[src/nia_pkg.sv]
// Package of constants and types for the nested interrupt acceptance block.
package nia_pkg;

  // ****************************************************************
  // Register map
  // ****************************************************************
  localparam logic [11:0] ADDR_CTRL   = 12'h000;
  localparam logic [11:0] ADDR_STATUS = 12'h004;
  localparam logic [11:0] ADDR_MASK   = 12'h008;
  localparam logic [11:0] ADDR_STATE  = 12'h00C;

  // Control register fields.
  localparam int CTRL_IE_BIT = 0;

  // Status and mask register layout.
  localparam int EV_ACC_BIT  = 0;
  localparam int EV_REJ_BIT  = 1;
  localparam int EV_SW_BIT   = 2;
  localparam int EV_WIDTH    = 3;

  // ****************************************************************
  // Reset values
  // ****************************************************************
  localparam logic       RST_IE   = 1'h0;
  localparam logic [2:0] RST_MASK = 3'h0;
  localparam logic [1:0] RST_ISP  = 2'h3;

  // Priority levels: level 0 is the highest, level 3 the lowest.
  localparam logic [1:0] PRIO_LVL3 = 2'h3;

  // ****************************************************************
  // Servicing state
  // ****************************************************************
  typedef enum logic [1:0] {
    NIA_IDLE    = 2'b00,
    NIA_SVC_MSK = 2'b01,
    NIA_SVC_SW  = 2'b10
  } nia_svc_t;

endpackage : nia_pkg

[src/nia_sync.sv]
// Two-flop synchroniser for a single asynchronous level.
`timescale 1ns/1ps
`default_nettype none
module nia_sync (
  // Clock and reset
  input  wire logic clk_i,
  input  wire logic sys_rst_i,
  // Data
  input  wire logic d_i,
  output logic      q_o
);
  logic meta_q;
  logic meta_d;
  logic q_d;

  always_comb begin
    meta_d = d_i;
    q_d    = meta_q;
  end

  always_ff @(posedge clk_i) begin
    if (sys_rst_i) begin
      meta_q <= 1'b0;
      q_o    <= 1'b0;
    end else begin
      meta_q <= meta_d;
      q_o    <= q_d;
    end
  end
endmodule : nia_sync
`default_nettype wire

[src/nia_judge.sv]
// Combinational acceptance decision for one pending request.
`timescale 1ns/1ps
`default_nettype none
module nia_judge (
  // Current servicing context
  input  wire nia_pkg::nia_svc_t svc_i,
  input  wire logic [1:0]        in_service_priority_i,
  input  wire logic              global_interrupt_enable_i,
  // Request
  input  wire logic              mask_req_i,
  input  wire logic [1:0]        request_priority_level_i,
  input  wire logic              sw_req_i,
  // Decision
  output logic                   accept_mask_o,
  output logic                   accept_sw_o
);
  logic prio_ok;

  always_comb begin
    // A lower number is a higher priority, so a request passes when its level
    // does not exceed the in-service level.
    prio_ok = (request_priority_level_i <= in_service_priority_i);
    case (svc_i)
      nia_pkg::NIA_IDLE:    accept_mask_o = mask_req_i & global_interrupt_enable_i;
      nia_pkg::NIA_SVC_MSK: accept_mask_o = mask_req_i & global_interrupt_enable_i & prio_ok;
      nia_pkg::NIA_SVC_SW:  accept_mask_o = mask_req_i & global_interrupt_enable_i;
      default:              accept_mask_o = 1'b0;
    endcase
    // Software requests ignore the enable flag and the servicing state.
    accept_sw_o = sw_req_i & ~accept_mask_o;
  end
endmodule : nia_judge
`default_nettype wire

[src/nia_top.sv]
// Nested interrupt acceptance block with APB registers and interrupt output.
//
// What this block does
// - Servicing maskable at in-service 00: accept only level 0 maskable, only with enable.
// - In-service 01: accept maskable levels 0 and 1, only while enable is 1.
// - In-service 10: accept maskable levels 0, 1 and 2, only while enable is 1.
// - In-service 11: accept all maskable levels when enabled, none when disabled.
// - Servicing software interrupt: accept any maskable level when enabled, none otherwise.
`timescale 1ns/1ps
`default_nettype none
module nia_top (
  // Clock and reset
  input  wire logic        clk_i,
  input  wire logic        sys_rst_i,
  // APB slave
  input  wire logic        psel_i,
  input  wire logic        penable_i,
  input  wire logic        pwrite_i,
  input  wire logic [11:0] paddr_i,
  input  wire logic [31:0] pwdata_i,
  output logic [31:0]      prdata_o,
  output logic             pready_o,
  output logic             pslverr_o,
  // Interrupt requests from peripherals (asynchronous levels)
  input  wire logic        mask_req_i,
  input  wire logic [1:0]  request_priority_level_i,
  input  wire logic        sw_req_i,
  // Processor core handshake
  input  wire logic        svc_done_i,
  output logic             take_mask_o,
  output logic             take_sw_o,
  output logic [1:0]       in_service_priority_o,
  // Interrupt line
  output logic             irq_o
);

  // ****************************************************************
  // Input synchronisers
  // ****************************************************************
  logic       mreq_s;
  logic       sreq_s;
  logic [1:0] prio_s;

  // Each priority bit is synchronised on its own, so the priority must be set at
  // least two cycles before its request rises and held while the request stands.
  nia_sync u_sync_mreq (.clk_i(clk_i), .sys_rst_i(sys_rst_i), .d_i(mask_req_i), .q_o(mreq_s));
  nia_sync u_sync_sreq (.clk_i(clk_i), .sys_rst_i(sys_rst_i), .d_i(sw_req_i), .q_o(sreq_s));
  nia_sync u_sync_p0 (.clk_i(clk_i), .sys_rst_i(sys_rst_i),
                      .d_i(request_priority_level_i[0]), .q_o(prio_s[0]));
  nia_sync u_sync_p1 (.clk_i(clk_i), .sys_rst_i(sys_rst_i),
                      .d_i(request_priority_level_i[1]), .q_o(prio_s[1]));

  // ****************************************************************
  // Servicing state
  // ****************************************************************
  nia_pkg::nia_svc_t svc_q, svc_d;
  logic [1:0]        isp_q, isp_d;
  logic              ie_q, ie_d;
  logic              acc_m, acc_s;
  logic              take_m_d, take_s_d;

  nia_judge u_judge (
    .svc_i                     (svc_q),
    .in_service_priority_i     (isp_q),
    .global_interrupt_enable_i (ie_q),
    .mask_req_i                (mreq_s),
    .request_priority_level_i  (prio_s),
    .sw_req_i                  (sreq_s),
    .accept_mask_o             (acc_m),
    .accept_sw_o               (acc_s)
  );

  // Single-level nesting: completion returns to idle with the lowest
  // in-service level, so the core must save and restore deeper context.
  always_comb begin
    svc_d    = svc_q;
    isp_d    = isp_q;
    take_m_d = 1'b0;
    take_s_d = 1'b0;
    if (acc_m) begin
      svc_d    = nia_pkg::NIA_SVC_MSK;
      isp_d    = prio_s;
      take_m_d = 1'b1;
    end else if (acc_s) begin
      svc_d    = nia_pkg::NIA_SVC_SW;
      isp_d    = nia_pkg::RST_ISP;
      take_s_d = 1'b1;
    end else if (svc_done_i) begin
      svc_d = nia_pkg::NIA_IDLE;
      isp_d = nia_pkg::RST_ISP;
    end
  end

  always_ff @(posedge clk_i) begin
    if (sys_rst_i) begin
      svc_q       <= nia_pkg::NIA_IDLE;
      isp_q       <= nia_pkg::RST_ISP;
      take_mask_o <= 1'b0;
      take_sw_o   <= 1'b0;
    end else begin
      svc_q       <= svc_d;
      isp_q       <= isp_d;
      take_mask_o <= take_m_d;
      take_sw_o   <= take_s_d;
    end
  end

  always_ff @(posedge clk_i) begin
    if (sys_rst_i) begin
      in_service_priority_o <= nia_pkg::RST_ISP;
    end else begin
      in_service_priority_o <= isp_d;
    end
  end

  // ****************************************************************
  // APB registers and interrupt status
  // ****************************************************************
  logic [2:0]  stat_q, stat_d;
  logic [2:0]  mask_q, mask_d;
  logic [31:0] rdata_d;
  logic        wr_acc, rd_acc, hit, irq_d;
  logic [2:0]  ev, stat_clr;

  always_comb begin
    wr_acc  = psel_i & penable_i & pwrite_i;
    rd_acc  = psel_i & penable_i & ~pwrite_i;
    ie_d    = ie_q;
    mask_d  = mask_q;
    rdata_d = 32'h0000_0000;
    hit     = 1'b1;
    ev      = 3'h0;
    ev[nia_pkg::EV_ACC_BIT] = take_m_d;
    ev[nia_pkg::EV_REJ_BIT] = mreq_s & ~acc_m & ~take_mask_o;
    ev[nia_pkg::EV_SW_BIT]  = take_s_d;
    case (paddr_i)
      nia_pkg::ADDR_CTRL: begin
        rdata_d[nia_pkg::CTRL_IE_BIT] = ie_q;
        if (wr_acc) ie_d = pwdata_i[nia_pkg::CTRL_IE_BIT];
      end
      nia_pkg::ADDR_STATUS: rdata_d[2:0] = stat_q;
      nia_pkg::ADDR_MASK: begin
        rdata_d[2:0] = mask_q;
        if (wr_acc) mask_d = pwdata_i[2:0];
      end
      nia_pkg::ADDR_STATE: rdata_d[3:0] = {svc_q, isp_q};
      default: hit = 1'b0;
    endcase
    // A read clears only the bits that it returned, and an event in the same cycle
    // survives, so an event landing between the setup and access edges is kept.
    stat_clr = (rd_acc && paddr_i == nia_pkg::ADDR_STATUS) ? prdata_o[2:0] : 3'h0;
    stat_d   = (stat_q & ~stat_clr) | ev;
    irq_d  = |(stat_d & mask_d);
  end

  always_ff @(posedge clk_i) begin
    if (sys_rst_i) begin
      ie_q      <= nia_pkg::RST_IE;
      mask_q    <= nia_pkg::RST_MASK;
      stat_q    <= 3'h0;
      prdata_o  <= 32'h0000_0000;
      pready_o  <= 1'b0;
      pslverr_o <= 1'b0;
      irq_o     <= 1'b0;
    end else begin
      ie_q      <= ie_d;
      mask_q    <= mask_d;
      stat_q    <= stat_d;
      prdata_o  <= rdata_d;
      pready_o  <= psel_i & ~penable_i;
      pslverr_o <= psel_i & ~penable_i & ~hit;
      irq_o     <= irq_d;
    end
  end

  // ****************************************************************
  // Assertions
  // ****************************************************************
  property p_lvl0_only;
    @(posedge clk_i) disable iff (sys_rst_i)
      (svc_q == nia_pkg::NIA_SVC_MSK && isp_q == 2'h0 && acc_m) |-> (prio_s == 2'h0 && ie_q);
  endproperty
  a_lvl0_only: assert property (p_lvl0_only) else $error("nested accept above level 0");

  property p_isp01;
    @(posedge clk_i) disable iff (sys_rst_i)
      (svc_q == nia_pkg::NIA_SVC_MSK && isp_q == 2'h1 && mreq_s && ie_q && prio_s <= 2'h1)
      |-> acc_m;
  endproperty
  a_isp01: assert property (p_isp01) else $error("level 0/1 not accepted at 01");

  property p_isp10;
    @(posedge clk_i) disable iff (sys_rst_i)
      (svc_q == nia_pkg::NIA_SVC_MSK && isp_q == 2'h2 && mreq_s)
      |-> (acc_m == (ie_q && prio_s != nia_pkg::PRIO_LVL3));
  endproperty
  a_isp10: assert property (p_isp10) else $error("wrong decision at 10");

  property p_isp11;
    @(posedge clk_i) disable iff (sys_rst_i)
      (svc_q == nia_pkg::NIA_SVC_MSK && isp_q == 2'h3 && mreq_s) |-> (acc_m == ie_q);
  endproperty
  a_isp11: assert property (p_isp11) else $error("wrong decision at 11");

  property p_sw_svc;
    @(posedge clk_i) disable iff (sys_rst_i)
      (svc_q == nia_pkg::NIA_SVC_SW && mreq_s) |=> (take_mask_o == $past(ie_q));
  endproperty
  a_sw_svc: assert property (p_sw_svc) else $error("wrong decision in sw service");

  property p_sw_accept;
    @(posedge clk_i) disable iff (sys_rst_i)
      (sreq_s && !acc_m) |=> take_sw_o ##0 svc_q == nia_pkg::NIA_SVC_SW;
  endproperty
  a_sw_accept: assert property (p_sw_accept) else $error("software request dropped");

  property p_isp_load;
    @(posedge clk_i) disable iff (sys_rst_i)
      acc_m |=> (isp_q == $past(prio_s) && in_service_priority_o == isp_q);
  endproperty
  a_isp_load: assert property (p_isp_load) else $error("in-service level not loaded");

  property p_ie_gate;
    @(posedge clk_i) disable iff (sys_rst_i)
      !ie_q |-> !acc_m;
  endproperty
  a_ie_gate: assert property (p_ie_gate) else $error("accept while disabled");

  property p_take_excl;
    @(posedge clk_i) disable iff (sys_rst_i)
      !(take_mask_o && take_sw_o);
  endproperty
  a_take_excl: assert property (p_take_excl) else $error("both requests taken at once");

  property p_sw_no_ie;
    @(posedge clk_i) disable iff (sys_rst_i)
      (sreq_s && !mreq_s && !ie_q) |=> take_sw_o;
  endproperty
  a_sw_no_ie: assert property (p_sw_no_ie) else $error("software request gated by enable");

  property p_isp_out;
    @(posedge clk_i) disable iff (sys_rst_i)
      in_service_priority_o == isp_q;
  endproperty
  a_isp_out: assert property (p_isp_out) else $error("in-service output differs");

  property p_done_idle;
    @(posedge clk_i) disable iff (sys_rst_i)
      (svc_done_i && !acc_m && !acc_s)
      |=> (svc_q == nia_pkg::NIA_IDLE && isp_q == nia_pkg::RST_ISP);
  endproperty
  a_done_idle: assert property (p_done_idle) else $error("service end not taken");

  // ****************************************************************
  // Bus and status checks
  // ****************************************************************
  // No rule names these, but software relies on the handshake and on
  // sticky status bits that only a read of the status register clears.
  property p_ready_pulse;
    @(posedge clk_i) disable iff (sys_rst_i)
      (psel_i && !penable_i) |=> (pready_o ##1 !pready_o);
  endproperty
  a_ready_pulse: assert property (p_ready_pulse) else $error("ready not a single pulse");

  property p_err_ready;
    @(posedge clk_i) disable iff (sys_rst_i)
      pslverr_o |-> pready_o;
  endproperty
  a_err_ready: assert property (p_err_ready) else $error("error without ready");

  property p_rej_flag;
    @(posedge clk_i) disable iff (sys_rst_i)
      (mreq_s && !acc_m && !take_mask_o) |=> stat_q[nia_pkg::EV_REJ_BIT];
  endproperty
  a_rej_flag: assert property (p_rej_flag) else $error("rejection not recorded");

  property p_stat_hold;
    @(posedge clk_i) disable iff (sys_rst_i)
      (stat_q[nia_pkg::EV_ACC_BIT] && !(rd_acc && paddr_i == nia_pkg::ADDR_STATUS))
      |=> stat_q[nia_pkg::EV_ACC_BIT];
  endproperty
  a_stat_hold: assert property (p_stat_hold) else $error("status bit lost without a read");

  property p_irq_level;
    @(posedge clk_i) disable iff (sys_rst_i)
      irq_o == |(stat_q & mask_q);
  endproperty
  a_irq_level: assert property (p_irq_level) else $error("interrupt line differs from status");

  // ****************************************************************
  // Cover points
  // ****************************************************************
  c_nest:  cover property (@(posedge clk_i) svc_q == nia_pkg::NIA_SVC_MSK ##1 take_mask_o);
  c_sw:    cover property (@(posedge clk_i) take_sw_o);
  c_irq:   cover property (@(posedge clk_i) irq_o);
  c_rej:   cover property (@(posedge clk_i) stat_q[nia_pkg::EV_REJ_BIT]);
  c_swnest: cover property (@(posedge clk_i) svc_q == nia_pkg::NIA_SVC_SW ##1 take_mask_o);

endmodule : nia_top
`default_nettype wire

[config.mk]
export PLATFORM = sky130hd
export DESIGN_NAME = nia_top
export DESIGN_NICKNAME = d
export VERILOG_FILES = /design/src/nia_pkg.sv /design/src/nia_sync.sv /design/src/nia_judge.sv /design/src/nia_top.sv
export SDC_FILE = /design/constraint.sdc
export NUM_CORES = 1
export LEC_CHECK = 0
export BUFFER_PORTS_ARGS = -buffer_cell sky130_fd_sc_hd__buf_2
export CORE_MARGIN = 1
export CORE_UTILIZATION = 41
export DETAILED_ROUTE_END_ITERATION = 16
export MAX_ROUTING_LAYER = met4
export PLACE_DENSITY = 0.82
export SLEW_MARGIN = 40
export SYNTH_ARGS = -nofsm -noshare
export SYNTH_HDL_FRONTEND = slang
export SYNTH_SLANG_ARGS = --single-unit
[constraint.sdc]
create_clock -name clk_i -period 2.68 [get_ports clk_i]
set_clock_uncertainty 0.05 [all_clocks]
set_input_delay 0.536 -clock clk_i [delete_from_list [all_inputs] [get_ports clk_i]]
set_output_delay 0.536 -clock clk_i [all_outputs]
set_load 0.03 [all_outputs]
; Word level (Yosys, flattened, before mapping)
; Index checks and enable logic that the tools add are counted.
[classes]
addsub = 0
n_mul = 0
n_reduce_logical = 11
n_lt_le_gt_ge = 1
shifts = 0
n_eq_ne = 5
n_div = 0
bitwise = 20
n_mux = 16
[op_table]
columns = cell, n
row1 = "equality test 12 x 4 -> 1 bit, second input constant", 2
row2 = "equality test 12 x 3 -> 1 bit, second input constant", 1
row3 = logical NOT 12 bit, 1
row4 = AND 1 bit, 10
row5 = two-way mux 2 bit, 5
row6 = two-way mux 3 bit, 3
row7 = AND 3 bit, 2
row8 = inverter 1 bit, 6
row9 = one-hot mux 2 bit (3 select lines), 1
row10 = OR reduction 2 bit, 3
row11 = two-way mux 1 bit, 5
row12 = one-hot mux 1 bit (4 select lines), 1
row13 = OR reduction 4 bit, 1
row14 = inverter 3 bit, 1
row15 = OR 3 bit, 1
row16 = nonzero test 3 bit, 1
row17 = OR reduction 3 bit, 1
row18 = "equality test 2 x 1 -> 1 bit, second input constant", 1
row19 = "equality test 2 bit, second input constant", 1
row20 = <= comparator 2 bit, 1
row21 = logical NOT 2 bit, 1
row22 = one-hot mux 1 bit (2 select lines), 1
row23 = AND reduction 2 bit, 1
row24 = nonzero test 2 bit, 1
row25 = logical AND 1 bit, 1
[totals]
inputBits = 54
latchBits = 0
mem_bits_rw = 0
output_inout_bits = 39
n_memories = 0
rom_bits = 0
regBits = 56

; Logic depth before layout (Yosys ltp)
[logic_depth]
ltp_word = 10
mapped_depth = 7
ltp_nobuf = 7

; Cells and area by module
; Synthesis repeated with hierarchy kept, for this count alone.
[hier_totals]
hier_cells = 141
area_unflattened_um2 = 1357.6
[modules_own_cells]
columns = module, area_per_inst_um2, n_inst, cells_each
row1 = nia_top, 1068.5, 1, 113
row2 = nia_sync, 52.6, 4, 4
row3 = nia_judge, 78.8, 1, 12

; Least setup slack after synthesis
; No wires, ideal clock.
[synth_path]
path_type = input port to flip-flop
from = input paddr_i[11]
to = register irq_o
n_path_buf = 0
setup_slack_ns = 0.434
cell_stages = 5
arrival_time_ns = 2.074
required_time_ns = 2.508
setup_time_ns = 0.122
path_cell_list = or4_4 -> nor4_4 -> mux2i_1 -> a211oi_2 -> a221o_1
[synth_via]
elab_chain_len = 8
word_cells_on_any_way = 10
cone_classes = 2 x eq/ne / 2 x mux / 4 x bitwise / 2 x reduce/logical
[synth_lines]
columns = item, line
row1 = start: declaration, nia_top.sv:19  ; input wire logic [11:0] paddr_i,
row2 = equality test 12 x 3 -> 1 bit, nia_top.sv:151  ; stat_clr = (rd_acc && paddr_i == nia_pkg::ADDR_STATUS) ? prdata_o[2:0] : 3'h0;
row3 = logical AND 1 bit, nia_top.sv:151
row4 = two-way mux 3 bit, nia_top.sv:151
row5 = inverter 3 bit, nia_top.sv:152  ; stat_d = (stat_q & ~stat_clr) | ev;
row6 = AND 3 bit, nia_top.sv:152
row7 = OR 3 bit, nia_top.sv:152
row8 = AND 3 bit (*), nia_top.sv:153  ; irq_d = |(stat_d & mask_d);
row9 = OR reduction 3 bit (*), nia_top.sv:153
row10 = end signal: assignment, nia_top.sv:172  ; irq_o <= irq_d;
row11 = end: declaration, nia_top.sv:34  ; output logic irq_o
; Mark *: on every way between the ends. The rest lies on a longest branch, timed or not.
; A chain may end at the register's enable or synchronous reset.

; Worst setup path in the final report
; Same ends and word-level chain as after synthesis.

==> out/metrics.cfg <==
[outcome]
status=completed

[clock_network]
insertion_delay_ns=0.31
cts_tree=yes
cts_resized=0
cts_sinks=28
postCtsHoldBufs=0
cts.path.max_buffers=2
cts-root-buf=clkbuf_4
cts_buffers=3
path_clk_slew_ns=0.14
htree_levels=1
cts_setup_buffers=0

[finish]
nFillCells=302
drive_gt1_share_pct=29.7
area_growth_pct=11.2
diodes=0
final_nets=229
final_cells=216

[min_path]
hp-class=in2reg

[grt]
grt_max_degree=25
antenna_found_initial=0
track_usage_pct=12.4
grt_pass1_vias=770
grt_pass1_wl_um=3220
grt_overflow=0

[synth]
ys.flop_type=dfxtp_1
synthArstFlopShare_pct=0
syn_inst=136
ys_seq_area_share_pct=41.3
synth_area_mm2=0.00136
ys_ff_latch=28
syn_area_per_cell_um2=9.99
synth_edf_count=0
ys_warn_count=0
synth_cell_types=35

[die]
fp.dieH_um=59.6
start_util_pct=43.8
io-pin-count=93
die_x_um=59.6
core_mm2=0.00310
dieArea_mm2=0.00355
row_count=20

[critical_path]
cp_slowest_cell=or4_4
worstSetupPathType=in2reg
critical_path_required_ns=2.85
cp.arrival_ns=2.30
worstSetupEndpointType=flip-flop
cp_slowest_stage_delay_ns=0.57
cp_max_fo=3
critPathLaunchType=input port
path_cells=buf_2, or4_4, nor4_4, mux2i_1, a211oi_2, a221o_1

[flow_run]
drv_cap=0

[sta]
fmax_ghz=0.469
period_needed_ns=2.13
maxSlewViolCount=0
post-route-period-util_pct=79.6
setup_tns_ns=0
hold_violations=0
rsz0062_at_grt=false
final-setup-viol-count=0

[drt]
antenna_left=0
first_iter_violations=38
viasPerCell=4.48
remaining_drc_errors=0
route.vias.total=968
drt_pass1_iterations=4
wl_per_cell_um=10.1
routed_wl_um=2190

[power]
vdd_drop_max_uv=159
p_per_area_mw_per_mm2=487
p_leak_nw=0.696
power_mw=0.736

[placement]
gp_congestion=0.765
dp.cells=212
portBuffers=35
place_hpwl_um=1710

-- sequential cells by signal, summed over array words and instances, names as in the netlist, 2 cells and up --
register               flops
prdata_o                   4
svc_q                      2
mask_q                     3
in_service_priority_o      2
stat_q                     3
-- report_power, final --
part           internal (mW)  total, mW  switching, mW
Sequential             0.426      0.429        0.00379
Combinational         0.0288      0.110         0.0809
Clock                 0.0829      0.197          0.114
-- worst paths after layout --
path / cells after the start / startpoint / endpoint / slack, ns
worst max-delay path: 6 / paddr_i[11] / irq_o / 0.55
worst min register to register: 1 / u_sync_mreq.meta_q / u_sync_mreq.q_o / 0.40
worst max register to register: 7 / in_service_priority_o[1] / irq_o / 0.70
worst min-delay path: 2 / penable_i / pready_o / 0.36
-- cells in the final DEF, fill, tap and decap left out, types with 3 or more instances in the layout --
master / Yosys / layout
a21oi_1: 3 / 3
mux2i_1: 4 / 4
conb_1: 1 / 28
nor2b_1: 13 / 13
clkbuf_4: 0 / 3
nand2_1: 5 / 5
or4_4: 3 / 3
nor4_4: 3 / 3
nand3_1: 3 / 3
buf_2: 1 / 35
nor2_1: 11 / 11
dfxtp_1: 28 / 28
inv_1: 4 / 4
-- metrics by stage --
step / setup WS (ns) / area, um2 / hold slack (ns) / utilization [%]
floorplan: 0.434 / 1460 / 0.364 / -
global placement: 0.183 / 1480 / 0.370 / 47.5
detailed placement: 0.190 / 1480 / 0.370 / 47.5
CTS: 0.539 / 1510 / 0.350 / 48.7
global route: 0.485 / 1510 / 0.328 / 48.7
finish: 0.546 / 1510 / 0.356 / 48.7
-- cell families (layout without fill, tap and decap cells) --
family          Yosys count  in the layout  synth area share, %
mux                       7              7                 6.26
other cells               1             28                0.276
fa+ha+maj                 2              2                 1.84
compound gates           14             14                 8.19
flops                    28             28                 41.3
simple gates             49             49                 24.7
buf+inv                  35             44                 17.5
-- worst max-delay path, delay by kind of cell --
family,cells,cell delay (ns)
and+or+nand+nor,2,1.01
AOI/OAI and AO/OA,2,0.35
muxes,1,0.31
buffers and inverters,1,0.09
-- cell type report --
type / instances / area, um2 / area share (%)
flip-flops and latches: 28 / 561 / 37.1
well taps: 44 / 55.1 / 3.64
inverters: 4 / 15.0 / 0.993
multi-input cells: 100 / 662 / 43.8
repair buffers: 36 / 183 / 12.1
clock buffers: 4 / 36.3 / 2.40
-- Yosys cell counts, types with 2 or more instances --
library cell	instances	area [um2]
a21oi_1	3	15.0
ha_1	2	25.0
dfxtp_1	28	561
clkbuf_1	2	7.51
nor4_4	3	63.8
nand3_1	3	15.0
buf_4	28	210
nand2_1	5	18.8
mux2i_1	4	40.0
inv_1	4	15.0
nor2b_1	13	81.3
mux2_2	2	22.5
o21bai_1	2	15.0
and3_1	2	12.5
a22oi_1	2	15.0
or4_4	3	33.8
nor2_1	11	41.3
nor3b_1	2	15.0
-- routing by layer --
layer | wire length (um) | GRT usage, %
met1 | 936 | 15.5
met2 | 1100 | 19.4
met3 | 125 | 2.18
met4 | 29 | 5.32
met5 | 0 | -
Power figures use the tool's default switching activity.
